===== config.mk =====
export PLATFORM = sky130hd
export DESIGN_NAME = hip_seq
export DESIGN_NICKNAME = d
export VERILOG_FILES = /design/src/shared/hip_pkg.sv /design/src/design/hip_seq.sv
export SDC_FILE = /design/constraint.sdc
export NUM_CORES = 1
export LEC_CHECK = 0
export BUFFER_PORTS_ARGS = -buffer_cell sky130_fd_sc_hd__buf_2
export CAP_MARGIN = 40
export CORE_MARGIN = 3
export CORE_UTILIZATION = 56
export DETAILED_ROUTE_END_ITERATION = 7
export PLACE_DENSITY = 0.89
export SYNTH_ARGS = -nofsm -noshare
export SYNTH_HDL_FRONTEND = slang
export SYNTH_SLANG_ARGS = --single-unit

===== constraint.sdc =====
create_clock -name CLK -period 4.6 [get_ports CLK]
set_clock_uncertainty 0.2 [all_clocks]
set_input_delay 0 -clock CLK [delete_from_list [all_inputs] [get_ports CLK]]
set_output_delay 0 -clock CLK [all_outputs]
set_load 0.03 [all_outputs]

===== src/shared/hip_pkg.sv =====
// ==========================================================
// Shared constants and types of the insertion sequencer
package hip_pkg;

  // ==========================================================
  // Timing
  localparam int CLK_MHZ      = 125;
  localparam int SLOW_QUAL_NS = 20000;   // Slow detector default qualification
  localparam int FAST_QUAL_NS = 300;     // Fast detector fixed qualification
  localparam int TRIP_CLR_NS  = 150000;  // Least on-request low time to clear a trip
  // Least times round up to whole cycles
  localparam int SLOW_QUAL_CYC = (SLOW_QUAL_NS * CLK_MHZ + 999) / 1000;
  localparam int FAST_QUAL_CYC = (FAST_QUAL_NS * CLK_MHZ + 999) / 1000;
  localparam int TRIP_CLR_CYC  = (TRIP_CLR_NS * CLK_MHZ + 999) / 1000;

  // ==========================================================
  // Register map (byte addresses)
  localparam logic [7:0] REG_CTRL     = 8'h00;
  localparam logic [7:0] REG_STATUS   = 8'h04;
  localparam logic [7:0] REG_IRQ_STAT = 8'h08;
  localparam logic [7:0] REG_IRQ_MASK = 8'h0C;
  localparam logic [31:0] CTRL_RST     = 32'h0000_0000;
  localparam logic [31:0] IRQ_MASK_RST = 32'h0000_0000;
  localparam int CTRL_EXT_DELAY = 0;     // Use the external delay node
  // Status fields
  localparam int ST_STATE_LSB = 0;       // Four bits of sequencer state
  localparam int ST_PGOOD     = 4;
  localparam int ST_FLAG_LOW  = 5;
  localparam int ST_FAST_ARM  = 6;
  localparam int ST_SLOW_ARM  = 7;
  // Event bits, shared by status and mask
  localparam int EV_FAST_TRIP  = 0;
  localparam int EV_SLOW_TRIP  = 1;
  localparam int EV_PGOOD_RISE = 2;
  localparam int EV_PGOOD_FALL = 3;
  localparam int EV_LOCKOUT    = 4;
  localparam int EV_BITS       = 5;

  // ==========================================================
  // Sequencer states
  typedef enum logic [3:0] {
    ST_LOCKOUT, ST_WAIT_ON, ST_CHECK_GATE, ST_T1_UP, ST_T1_DN,
    ST_SOFT, ST_MONITOR, ST_RECOVER, ST_POWER_OFF, ST_TRIPPED
  } hip_state_t;

  // Comparator indications from the analogue side
  typedef struct packed {
    logic supply_lockout_clear;      // Supply above the upper lockout level
    logic supply_lockout;            // Supply below the lower lockout level
    logic on_req;                    // On-request above its threshold
    logic gate_off;                  // Gate drive below its off level
    logic timing_threshold;          // Timing node reached its threshold
    logic tmr_low;                   // Timing node discharged
    logic slow_node_low;             // Slow-delay node below its check level
    logic flag_high;                 // Breaker flag node above its check level
    logic output_good_comparison;    // Output above its good level
    logic sense_slow;                // Sense drop above the slow threshold
    logic sense_fast;                // Sense drop above the fast threshold
    logic delay_node_top;            // Slow-delay node reached its trip level
  } hip_cmp_t;

  // Drive controls toward the analogue side
  typedef struct packed {
    logic gate_pulldown;
    logic gate_charge;
    logic gate_throttle;
    logic tmr_charge;
    logic tmr_discharge;
    logic slow_node_pulldown;
    logic slow_node_charge;
    logic fast_armed;
    logic slow_armed;
  } hip_drv_t;

endpackage


===== src/design/hip_seq.sv =====
`timescale 1ns/1ps
// ==========================================================
// Notes on behaviour
// - No start-up action until the supply clears the upper lockout level.
// - While waiting: gate pulled down, timing node grounded, delay node low.
// - With supply and on-request valid, confirm gate off before first timing.
// - First timing: charge node to threshold, then discharge to end cycle.
// - Soft-start only if delay node low and breaker flag node high.
// - Soft-start arms fast detector and enables gate charging current.
// - Soft-start end with good output: power-good high, slow armed, monitor.
// - On-request low powers off by pulling the gate down.
// - During power-off, output falling below good drives power-good low.
// - Soft-start throttles gate current while sense drop exceeds slow level.
// - Trip pulls gate to ground at once and latches flag low.
// - Armed slow detector trips after drop persists for qualification time.
// - Armed fast detector trips after fixed short qualification time.
// - Optional external delay node replaces the slow default qualification.
// - On-request low long enough clears trip; later rising restarts.
// - Supply below lower level forces lockout with gate pulled low.
// - Output good again: power-good only after a full good timing cycle.
module hip_seq
  import hip_pkg::*;
#(
  parameter int CLR_CYC = TRIP_CLR_CYC   // Shorten for simulation
) (
  // Clock and reset
  input  wire logic        CLK,
  input  wire logic        RST,
  // APB slave
  input  wire logic        PSEL,
  input  wire logic        PENABLE,
  input  wire logic        PWRITE,
  input  wire logic [7:0]  PADDR,
  input  wire logic [31:0] PWDATA,
  output logic      [31:0] PRDATA,
  output logic             PREADY,
  output logic             PSLVERR,
  // Analogue side
  input  wire hip_cmp_t    CMP,
  output hip_drv_t         DRV,
  output logic             PGOOD,
  output logic             FLAG_O,
  output logic             FLAG_OE_N,
  // Interrupt
  output logic             IRQ
);

  // ==========================================================
  // State
  hip_state_t           state_q, state_d;
  hip_drv_t             drv_q, drv_d;
  logic                 pgood_q, pgood_d;
  logic                 flag_oe_n_q;
  logic [5:0]           fast_cnt_q;
  logic [11:0]          slow_cnt_q;
  logic [14:0]          clr_cnt_q;
  logic                 ctrl_ext_q;
  logic [EV_BITS-1:0]   irq_stat_q, irq_mask_q;
  logic [31:0]          prdata_q;
  logic                 pready_q, pslverr_q, irq_q;

  // ==========================================================
  // Detector decode
  wire on_req     = CMP.on_req;
  wire out_good   = CMP.output_good_comparison;
  wire fast_armed = (state_q == ST_SOFT) || (state_q == ST_MONITOR)
                    || (state_q == ST_RECOVER);
  wire slow_armed = (state_q == ST_MONITOR) || (state_q == ST_RECOVER);
  wire fast_hit   = fast_armed && CMP.sense_fast
                    && (fast_cnt_q == 6'(FAST_QUAL_CYC - 1));
  // External delay node or fixed count
  wire slow_fix   = CMP.sense_slow && (slow_cnt_q == 12'(SLOW_QUAL_CYC - 1));
  wire slow_hit   = slow_armed && (ctrl_ext_q ? CMP.delay_node_top : slow_fix);
  wire trip       = fast_hit || slow_hit;
  wire clr_done   = !on_req && (clr_cnt_q == 15'(CLR_CYC - 1));

  // ==========================================================
  // Sequencer next state
  always_comb begin
    state_d = state_q;
    unique case (state_q)
      // Hold until supply clears the lockout level
      ST_LOCKOUT:    if (CMP.supply_lockout_clear) state_d = ST_WAIT_ON;
      ST_WAIT_ON:    if (on_req) state_d = ST_CHECK_GATE;
      ST_CHECK_GATE: if (!on_req) state_d = ST_WAIT_ON;
                     else if (CMP.gate_off) state_d = ST_T1_UP;
      ST_T1_UP:      if (!on_req) state_d = ST_WAIT_ON;
                     else if (CMP.timing_threshold) state_d = ST_T1_DN;
      // Checks at end of first timing cycle
      ST_T1_DN:      if (!on_req) state_d = ST_WAIT_ON;
                     else if (CMP.tmr_low && CMP.slow_node_low && CMP.flag_high)
                       state_d = ST_SOFT;
      ST_SOFT:       if (CMP.timing_threshold) state_d = ST_MONITOR;
      // Output good again starts a timing cycle
      ST_MONITOR:    if (out_good && !pgood_q && CMP.tmr_low) state_d = ST_RECOVER;
      ST_RECOVER:    if (!out_good) state_d = ST_MONITOR;
                     else if (CMP.timing_threshold) state_d = ST_MONITOR;
      // Leave power-off once the output has fallen
      ST_POWER_OFF:  if (!out_good) state_d = ST_WAIT_ON;
      // Release after a long enough low on-request
      ST_TRIPPED:    if (clr_done) state_d = ST_WAIT_ON;
      default:       state_d = ST_LOCKOUT;
    endcase
    if (!on_req && fast_armed) state_d = ST_POWER_OFF;
    if (trip) state_d = ST_TRIPPED;
    if (CMP.supply_lockout) state_d = ST_LOCKOUT;
  end

  // ==========================================================
  // Drive controls for the next state; registered so outputs match state_q
  always_comb begin
    drv_d = '0;
    drv_d.gate_pulldown      = !((state_d == ST_SOFT) || (state_d == ST_MONITOR)
                                 || (state_d == ST_RECOVER));
    // Charge pump current and fast arming
    drv_d.gate_charge        = !drv_d.gate_pulldown;
    drv_d.fast_armed         = !drv_d.gate_pulldown;
    // Regulate inrush at the slow limit
    drv_d.gate_throttle      = (state_d == ST_SOFT) && CMP.sense_slow;
    drv_d.slow_armed         = (state_d == ST_MONITOR) || (state_d == ST_RECOVER);
    // Timing node charged only in timing cycles
    drv_d.tmr_charge         = (state_d == ST_T1_UP) || (state_d == ST_SOFT)
                               || (state_d == ST_RECOVER);
    // Otherwise the timing node is held to ground
    drv_d.tmr_discharge      = !drv_d.tmr_charge;
    // Delay node charges only while the slow drop persists
    drv_d.slow_node_charge   = drv_d.slow_armed && ctrl_ext_q && CMP.sense_slow;
    drv_d.slow_node_pulldown = !drv_d.slow_node_charge;
  end

  // Power-good rises at soft-start end or after a good recovery cycle
  assign pgood_d = (state_q == ST_SOFT && state_d == ST_MONITOR && out_good)
                || (state_q == ST_RECOVER && state_d == ST_MONITOR && out_good)
                // Held only while the output stays good
                || (pgood_q && out_good && (state_d == ST_MONITOR
                    || state_d == ST_RECOVER || state_d == ST_POWER_OFF));

  // ==========================================================
  // Sequencer registers
  always_ff @(posedge CLK or posedge RST) begin
    if (RST) begin
      state_q     <= ST_LOCKOUT;
      drv_q       <= '{gate_pulldown: 1'b1, tmr_discharge: 1'b1,
                       slow_node_pulldown: 1'b1, default: 1'b0};
      pgood_q     <= 1'b0;
      flag_oe_n_q <= 1'b1;
    end else begin
      state_q     <= state_d;
      drv_q       <= drv_d;
      pgood_q     <= pgood_d;
      flag_oe_n_q <= (state_d != ST_TRIPPED);
    end
  end

  // Qualification counters; reset on any gap so only a steady drop qualifies
  always_ff @(posedge CLK or posedge RST) begin
    if (RST) begin
      fast_cnt_q <= '0;
      slow_cnt_q <= '0;
      clr_cnt_q  <= '0;
    end else begin
      fast_cnt_q <= (fast_armed && CMP.sense_fast && !fast_hit) ? fast_cnt_q + 6'h01 : '0;
      slow_cnt_q <= (slow_armed && CMP.sense_slow && !slow_fix) ? slow_cnt_q + 12'h001 : '0;
      clr_cnt_q  <= (state_q == ST_TRIPPED && !on_req && !clr_done)
                    ? clr_cnt_q + 15'h0001 : '0;
    end
  end

  // ==========================================================
  // APB slave: one wait state, access completes when PREADY is high
  wire       apb_go   = PSEL && PENABLE && !pready_q;
  wire       apb_done = PSEL && PENABLE && pready_q;
  wire       hit_ctrl = (PADDR == REG_CTRL);
  wire       hit_stat = (PADDR == REG_STATUS);
  wire       hit_irqs = (PADDR == REG_IRQ_STAT);
  wire       hit_mask = (PADDR == REG_IRQ_MASK);
  wire       mapped   = hit_ctrl || hit_stat || hit_irqs || hit_mask;
  wire [31:0] status_w = {24'h000000, drv_q.slow_armed, drv_q.fast_armed,
                          !flag_oe_n_q, pgood_q, 4'(state_q)};
  wire [31:0] rd_mux  = hit_ctrl ? {31'h00000000, ctrl_ext_q}
                      : hit_stat ? status_w
                      : hit_irqs ? {27'h0000000, irq_stat_q}
                      : hit_mask ? {27'h0000000, irq_mask_q} : 32'h0000_0000;
  // Events
  wire [EV_BITS-1:0] ev = {state_d == ST_LOCKOUT && state_q != ST_LOCKOUT,
                           pgood_q && !pgood_d, !pgood_q && pgood_d,
                           slow_hit && state_q != ST_TRIPPED,
                           fast_hit && state_q != ST_TRIPPED};
  wire rd_clr = apb_done && !PWRITE && hit_irqs;
  // A read clears only the bits it returned, so an event at the capture edge is kept
  wire [EV_BITS-1:0] stat_keep = irq_stat_q & ~prdata_q[EV_BITS-1:0];
  wire [EV_BITS-1:0] stat_next = (rd_clr ? stat_keep : irq_stat_q) | ev;

  // Bus handshake and read data
  always_ff @(posedge CLK or posedge RST) begin
    if (RST) begin
      pready_q  <= 1'b0;
      pslverr_q <= 1'b0;
      prdata_q  <= 32'h0000_0000;
    end else begin
      pready_q  <= apb_go;
      pslverr_q <= apb_go && !mapped;
      prdata_q  <= (apb_go && !PWRITE) ? rd_mux : 32'h0000_0000;
    end
  end

  // Writable registers, taken at the completing edge
  always_ff @(posedge CLK or posedge RST) begin
    if (RST) begin
      ctrl_ext_q <= CTRL_RST[CTRL_EXT_DELAY];
      irq_mask_q <= IRQ_MASK_RST[EV_BITS-1:0];
    end else if (apb_done && PWRITE) begin
      if (hit_ctrl) ctrl_ext_q <= PWDATA[CTRL_EXT_DELAY];
      if (hit_mask) irq_mask_q <= PWDATA[EV_BITS-1:0];
    end
  end

  // Sticky events; a new event wins over the read clear
  always_ff @(posedge CLK or posedge RST) begin
    if (RST) begin
      irq_stat_q <= '0;
      irq_q      <= 1'b0;
    end else begin
      irq_stat_q <= stat_next;
      irq_q      <= |(stat_next & irq_mask_q);
    end
  end

  assign PRDATA    = prdata_q;
  assign PREADY    = pready_q;
  assign PSLVERR   = pslverr_q;
  assign DRV       = drv_q;
  assign PGOOD     = pgood_q;
  assign FLAG_O    = 1'b0 & flag_oe_n_q;   // Open drain: only ever pulls low
  assign FLAG_OE_N = flag_oe_n_q;
  assign IRQ       = irq_q;

  // ==========================================================
  // Checks
  // Independent run length of the slow drop; saturates so it cannot wrap
  logic [12:0] slow_run_q;
  always_ff @(posedge CLK or posedge RST) begin
    if (RST) begin
      slow_run_q <= '0;
    end else begin
      slow_run_q <= !(slow_armed && CMP.sense_slow) ? '0
                    : (slow_run_q == 13'h1FFF) ? slow_run_q : slow_run_q + 13'h0001;
    end
  end
endmodule // hip_seq


# After elaboration in Yosys (flattened, before gate mapping)
# Cells that the tools add are included.
[totals] ff_bits=69 output_inout_bits=47 wordCells=149
[classes] addsub=3 eq_ne=22 mux=27 bitwise=4 reduce_logical=72
[op_table] op="$mux 4" count=16
[op_table] op="$pmux 4 s10" count=1
[op_table] op="$logic_and 1x1->1" count=37
[op_table] op="$eq 4x3->1 const B" count=7
[op_table] op="$mux 8" count=3
[op_table] op="$eq 8x4->1 const B" count=2
[op_table] op="$add 15x1->15 const B" count=1
[op_table] op="$eq 15x15->1 const B" count=1
[op_table] op="$logic_or 1x1->1" count=15
[op_table] op="$mux 15" count=1
[op_table] op="$mux 5" count=3
[op_table] op="$logic_not 1->1" count=13
[op_table] op="$add 12x1->12 const B" count=1
[op_table] op="$eq 12x12->1 const B" count=1
[op_table] op="$eq 4x2->1 const B" count=3
[op_table] op="$eq 4x4->1 const B" count=3
[op_table] op="$mux 12" count=1
[op_table] op="$and 5x5->5" count=2
[op_table] op="$eq 8x3->1 const B" count=1
[op_table] op="$logic_not 4->1" count=2
[op_table] op="$logic_not 8->1" count=1
[op_table] op="$ne 4x4->1 const B" count=2
[op_table] op="$add 6x1->6 const B" count=1
[op_table] op="$eq 6x6->1 const B" count=1
[op_table] op="8 further kinds" count=9

# Depth between registers and ports, before layout
[depth] word_depth=18 mapped_depth=8 depth_no_buf=8

# Worst setup path after synthesis
# Ideal clock, no wire load.
[synth_path] path_kind="register to register" startpoint="register slow_cnt_q[0]" endpoint="register irq_q (netlist: IRQ)" setup_ps=80 arrival_ps=1856 setup_slack_ps=2464 stages_incl_launch_ff=9 path_buffers=0 path_cell_list="dfrtp_1 -> ha_1 -> nor4b_4 -> nand4_2 -> a21oi_4 -> nor2_2 -> a32oi_1 -> or3b_1 -> o211ai_2"
[synth_between] elab_chain_cells=17
[synth_lines] element="start: declaration" line_no="hip_seq.sv:55" rtl="logic [11:0] slow_cnt_q;"
[synth_lines] element="start signal: assignment" line_no="hip_seq.sv:163" rtl="slow_cnt_q <= (slow_armed && CMP.sense_slow && !slow_fix) ? slow_cnt_q + 12'h001 : '0;"
[synth_lines] element="$eq 12x12->1 (*)" line_no="hip_seq.sv:72" rtl="wire slow_fix = CMP.sense_slow && (slow_cnt_q == 12'(SLOW_QUAL_CYC - 1));"
[synth_lines] element="$logic_and 1x1->1 (*)" line_no="hip_seq.sv:72"
[synth_lines] element="$mux 1 (*)" line_no="hip_seq.sv:73" rtl="wire slow_hit = slow_armed && (ctrl_ext_q ? CMP.delay_node_top : slow_fix);"
[synth_lines] element="$logic_and 1x1->1 (*)" line_no="hip_seq.sv:73"
[synth_lines] element="$logic_or 1x1->1" line_no="hip_seq.sv:74" rtl="wire trip = fast_hit || slow_hit;"
[synth_lines] element="$mux 4" line_no="hip_seq.sv:105" rtl="if (trip) state_d = ST_TRIPPED;"
[synth_lines] element="$mux 4" line_no="hip_seq.sv:106" rtl="if (CMP.supply_lockout) state_d = ST_LOCKOUT;"
[synth_lines] element="$eq 4x3->1 (on tied branches)"
[synth_lines] element="$logic_and 1x1->1, or another cell as far along (2 in a row)" line_no="hip_seq.sv:132" rtl="assign pgood_d = (state_q == ST_SOFT && state_d == ST_MONITOR && out_good)"
[synth_lines] element="$logic_or 1x1->1 or $logic_and 1x1->1 (tied branches)" line_no="hip_seq.sv:133, hip_seq.sv:135"
[synth_lines] element="$logic_or 1x1->1" line_no="hip_seq.sv:135" rtl="|| (pgood_q && out_good && (state_d == ST_MONITOR"
[synth_lines] element="$logic_not 1->1" line_no="hip_seq.sv:186" rtl="pgood_q && !pgood_d, !pgood_q && pgood_d,"
[synth_lines] element="$logic_and 1x1->1" line_no="hip_seq.sv:186"
[synth_lines] element="$or 5x5->5 (*)" line_no="hip_seq.sv:192" rtl="wire [EV_BITS-1:0] stat_next = (rd_clr ? stat_keep : irq_stat_q) | ev;"
[synth_lines] element="$and 5x5->5 (*)" line_no="hip_seq.sv:225" rtl="irq_q <= |(stat_next & irq_mask_q);"
[synth_lines] element="$reduce_or 5->1 (*)" line_no="hip_seq.sv:225"
[synth_lines] element="end signal: assignment" line_no="hip_seq.sv:225"
[synth_lines] element="end: declaration" line_no="hip_seq.sv:60" rtl="logic pready_q, pslverr_q, irq_q;"
# Every way passes the cells marked *; elsewhere a longest branch is shown, timed or not.
# A chain may end at the register's enable or synchronous reset.

==> results_dict.tcl <==
set metrics [dict create \
    status "finished clean" \
    clock_sinks 69 \
    internal_power_mw 0.939 \
    power_frac_seq 0.496 \
    slew_violations 0 \
    wl_microns 8060 \
    power_density_mw_per_mm2 307 \
    synth_edf_count 0 \
    clk_pin_slew_ns 0.07 \
    grt_use_met3 0.0558 \
    p_leak_nw 1.96 \
    start_util 0.601 \
    yosysTopAreaCellShare 0.442 \
    synth_most_common_cell "dfrtp_1" \
    r2r_slack_ns 1.66 \
    yosys.area.top_type "dfrtp_1" \
    yosysSeqAreaShare 0.470 \
    top_usage_layer "met2" \
    cts_buffer_depth 2 \
    r2r-start "state_q[0]" \
    max_freq_mhz 340 \
    area_growth_pct 16.8 \
    track_usage 0.224 \
    tritoncts "yes" \
    via_count 2975 \
    overflow 0 \
    yosys.area_share.simple 0.239 \
    synth_compound_area_frac 0.100 \
    crit_fanout 15 \
    r2r-end "IRQ" \
    insertion_delay_ns 0.34 \
    multi_input_area_sq_mm 0.00171 \
    die_area_sq_mm 0.00758 \
    cp_data_arrival_time_ns 2.96 \
    yosysUniqueCellTypes 68 \
    yosys_warnings 0 \
    place.port_buffers 51 \
    relSlewSlack 0.437 \
    hp-start "PADDR[6]" \
    cp-end-kind "flip-flop" \
    synthTopCellsByCount "dfrtp_1 (65), nor2_1 (46), nand2_1 (30)" \
    ir_drop_mv 0.187 \
    crit_required_ns 4.62 \
    worstMarginPinSlew_ns 0.844 \
    finalCritPeriodShare 0.639 \
    clkPwrFrac 0.341 \
    cts_made_buffers 9 \
    ys_top_cells_by_area "dfrtp_1 (44%), buf_4 (5.5%), nor2_1 (4.7%), xor2_1 (4.3%), nand2_1 (3.1%)" \
    synth_top_family_by_area "simple AND/OR/NAND/NOR gates" \
    grtUsageMet2 0.355 \
    postRouteAntennaNets 0 \
    grt_start_max_net_pins 70 \
    p_sw_frac 0.289 \
    grt_use_met1 0.284 \
    drt-pass1-iter-count 7 \
    setup_tns_ns 0 \
    drv_cap 0 \
    gp_congestion 0.901 \
    avgSynthCellArea_sq_um 9.93 \
    diodes 0 \
    grt_pass1_wl_microns 13300 \
    via_per_inst 5.67 \
    worstHoldEndpoint "PRDATA[1]" \
    startpoint_type "flip-flop" \
    drcViolationCount 0 \
    synth.mux.area_fraction 0.0241 \
    synth_area_sq_mm 0.00368 \
    core_sq_mm 0.00613 \
    synth-seq-cells 69 \
    min_path_type "in -> reg" \
    setup_violations 0 \
    switching_power_mw 0.383 \
    std_cell_rows 28 \
    layout-drive-gt1-share 0.218 \
    fin_nets 508 \
    synthXorXnorAreaFrac 0.0595 \
    seq_area_sq_mm 0.00173 \
    ioPinCount 104 \
    hold_viol_final 0 \
    initialDrtViolationCount 176 \
    async_reset_ff_frac 1.00 \
    synthAdderAreaFrac 0.0170 \
    root_buffer "clkbuf_8" \
    worst_hold_slack_ns 0.0349 \
    dieWidth_microns 87.1 \
    reg2reg_depth 7 \
    whs_path_depth 5 \
    post_drt_wl_per_cell_microns 15.4 \
    ys.flop_type "dfrtp_1" \
    critPathKind "reg -> reg" \
    p_comb_frac 0.164 \
    die_h_microns 87.1 \
    grt_pass1_vias 2911 \
    synth_cells 371 \
    nFillCells 433 \
    antenna_found_initial 0 \
    rsz0062_at_grt "no" \
    ctsHtreeMaxLevel 3 \
    stdcell_count 525 \
    dp_cells 485 \
    min_period_ns 2.94 \
    dp_hpwl_microns 5460 \
]
[critical path, stage by stage (launching register included)]
cell           delay [ns]
dfrtp_1              0.63
nand4_1              0.18
dlygate4sd3_1        0.61
a21o_2               0.25
nor4_4               0.34
nor3_2               0.11
a2111oi_4            0.34
o211ai_2             0.14
[state kept, by name, indices dropped and copies added, names as in the netlist, 4 cells and up]
signal,count
DRV,8
state_q,4
fast_cnt_q,6
clr_cnt_q,15
slow_cnt_q,12
irq_stat_q,5
PRDATA,8
irq_mask_q,5
[how the worst max path moves through the flow]
stage / startpoint / endpoint / slack, ns / cells past startpoint
6_report: state_q[0] / IRQ / 1.66 / 7
3_3_place_gp: state_q[0] / IRQ / 2.13 / 7
3_5_place_dp: state_q[0] / IRQ / 2.10 / 7
5_1_grt: state_q[0] / IRQ / 1.55 / 7
2_1_floorplan: slow_cnt_q[0] / IRQ / 2.46 / 8
4_1_cts: state_q[0] / IRQ / 1.76 / 7
[stage by stage]
stage	util	area (sq um)	worst slack, ns	power (mW)
final	0.701	4300	1.66	1.32
after global routing	0.701	4300	1.55	1.38
after CTS	0.701	4300	1.76	1.33
after detailed placement	0.631	3870	2.10	0.863
after global placement	0.631	3870	2.13	0.857
after floorplan	-	3770	2.46	0.834
[cell usage in the layout, fill, tap and decap left out, types with 3 or more instances in the layout]
cell type / instances
nor4b_1: 3
xor2_1: 18
ha_1: 5
nand4_1: 9
conb_1: 25
nand2_1: 30
clkbuf_8: 12
and3_1: 9
xnor2_1: 7
or3_1: 3
buf_2: 51
dfstp_2: 4
dfrtp_1: 65
nor3_1: 4
dlygate4sd3_1: 25
a21oi_1: 9
nand3b_1: 3
nor2_1: 46
o21ai_0: 11
mux2_2: 5
nand3_1: 18
nand2b_1: 6
inv_1: 18
nor2b_1: 4
or2_2: 3
o311ai_0: 4
[power by group through the flow]
| stage | sequential [mW] | combinational, mW | clock, mW |
|---|---|---|---|
| 2_1_floorplan | 0.659 | 0.175 | 0 |
| 3_3_place_gp | 0.664 | 0.193 | 0 |
| 3_5_place_dp | 0.664 | 0.198 | 0 |
| 4_1_cts | 0.653 | 0.213 | 0.459 |
| 5_1_grt | 0.658 | 0.234 | 0.483 |
| 6_report | 0.655 | 0.216 | 0.450 |
[area by class of cell]
type,instances,area share
clock buffers,14,0.0402
clock inverters,1,0.00116
inverters,19,0.0166
multi-input cells,270,0.398
flip-flops and latches,69,0.403
well taps,75,0.0218
repair buffers,77,0.119
[cells by family after synthesis]
family,Yosys count
multiplexers,7
buffers and inverters,56
adder cells (fa/ha/maj),5
XOR/XNOR,25
other,1
flip-flops,69
AND/OR/NAND/NOR,160
AO/OA/AOI/OAI,48
[repair_timing]
| item | CTS | global route |
|---|---|---|
| hold buffers | 25 | 0 |
| hold endpoints to repair | 94 | 0 |
| setup endpoints to repair | 0 | 0 |
| buffers inserted | 0 | 0 |
| resized for setup | 0 | 0 |
[layer usage]
metal | routed length, microns | up-vias
met5 | 0 | -
met4 | 245 | 0
met3 | 644 | 25
met2 | 3940 | 149
met1 | 3240 | 1425
li1 | - | 1376
(Power assumes the default switching activity.)
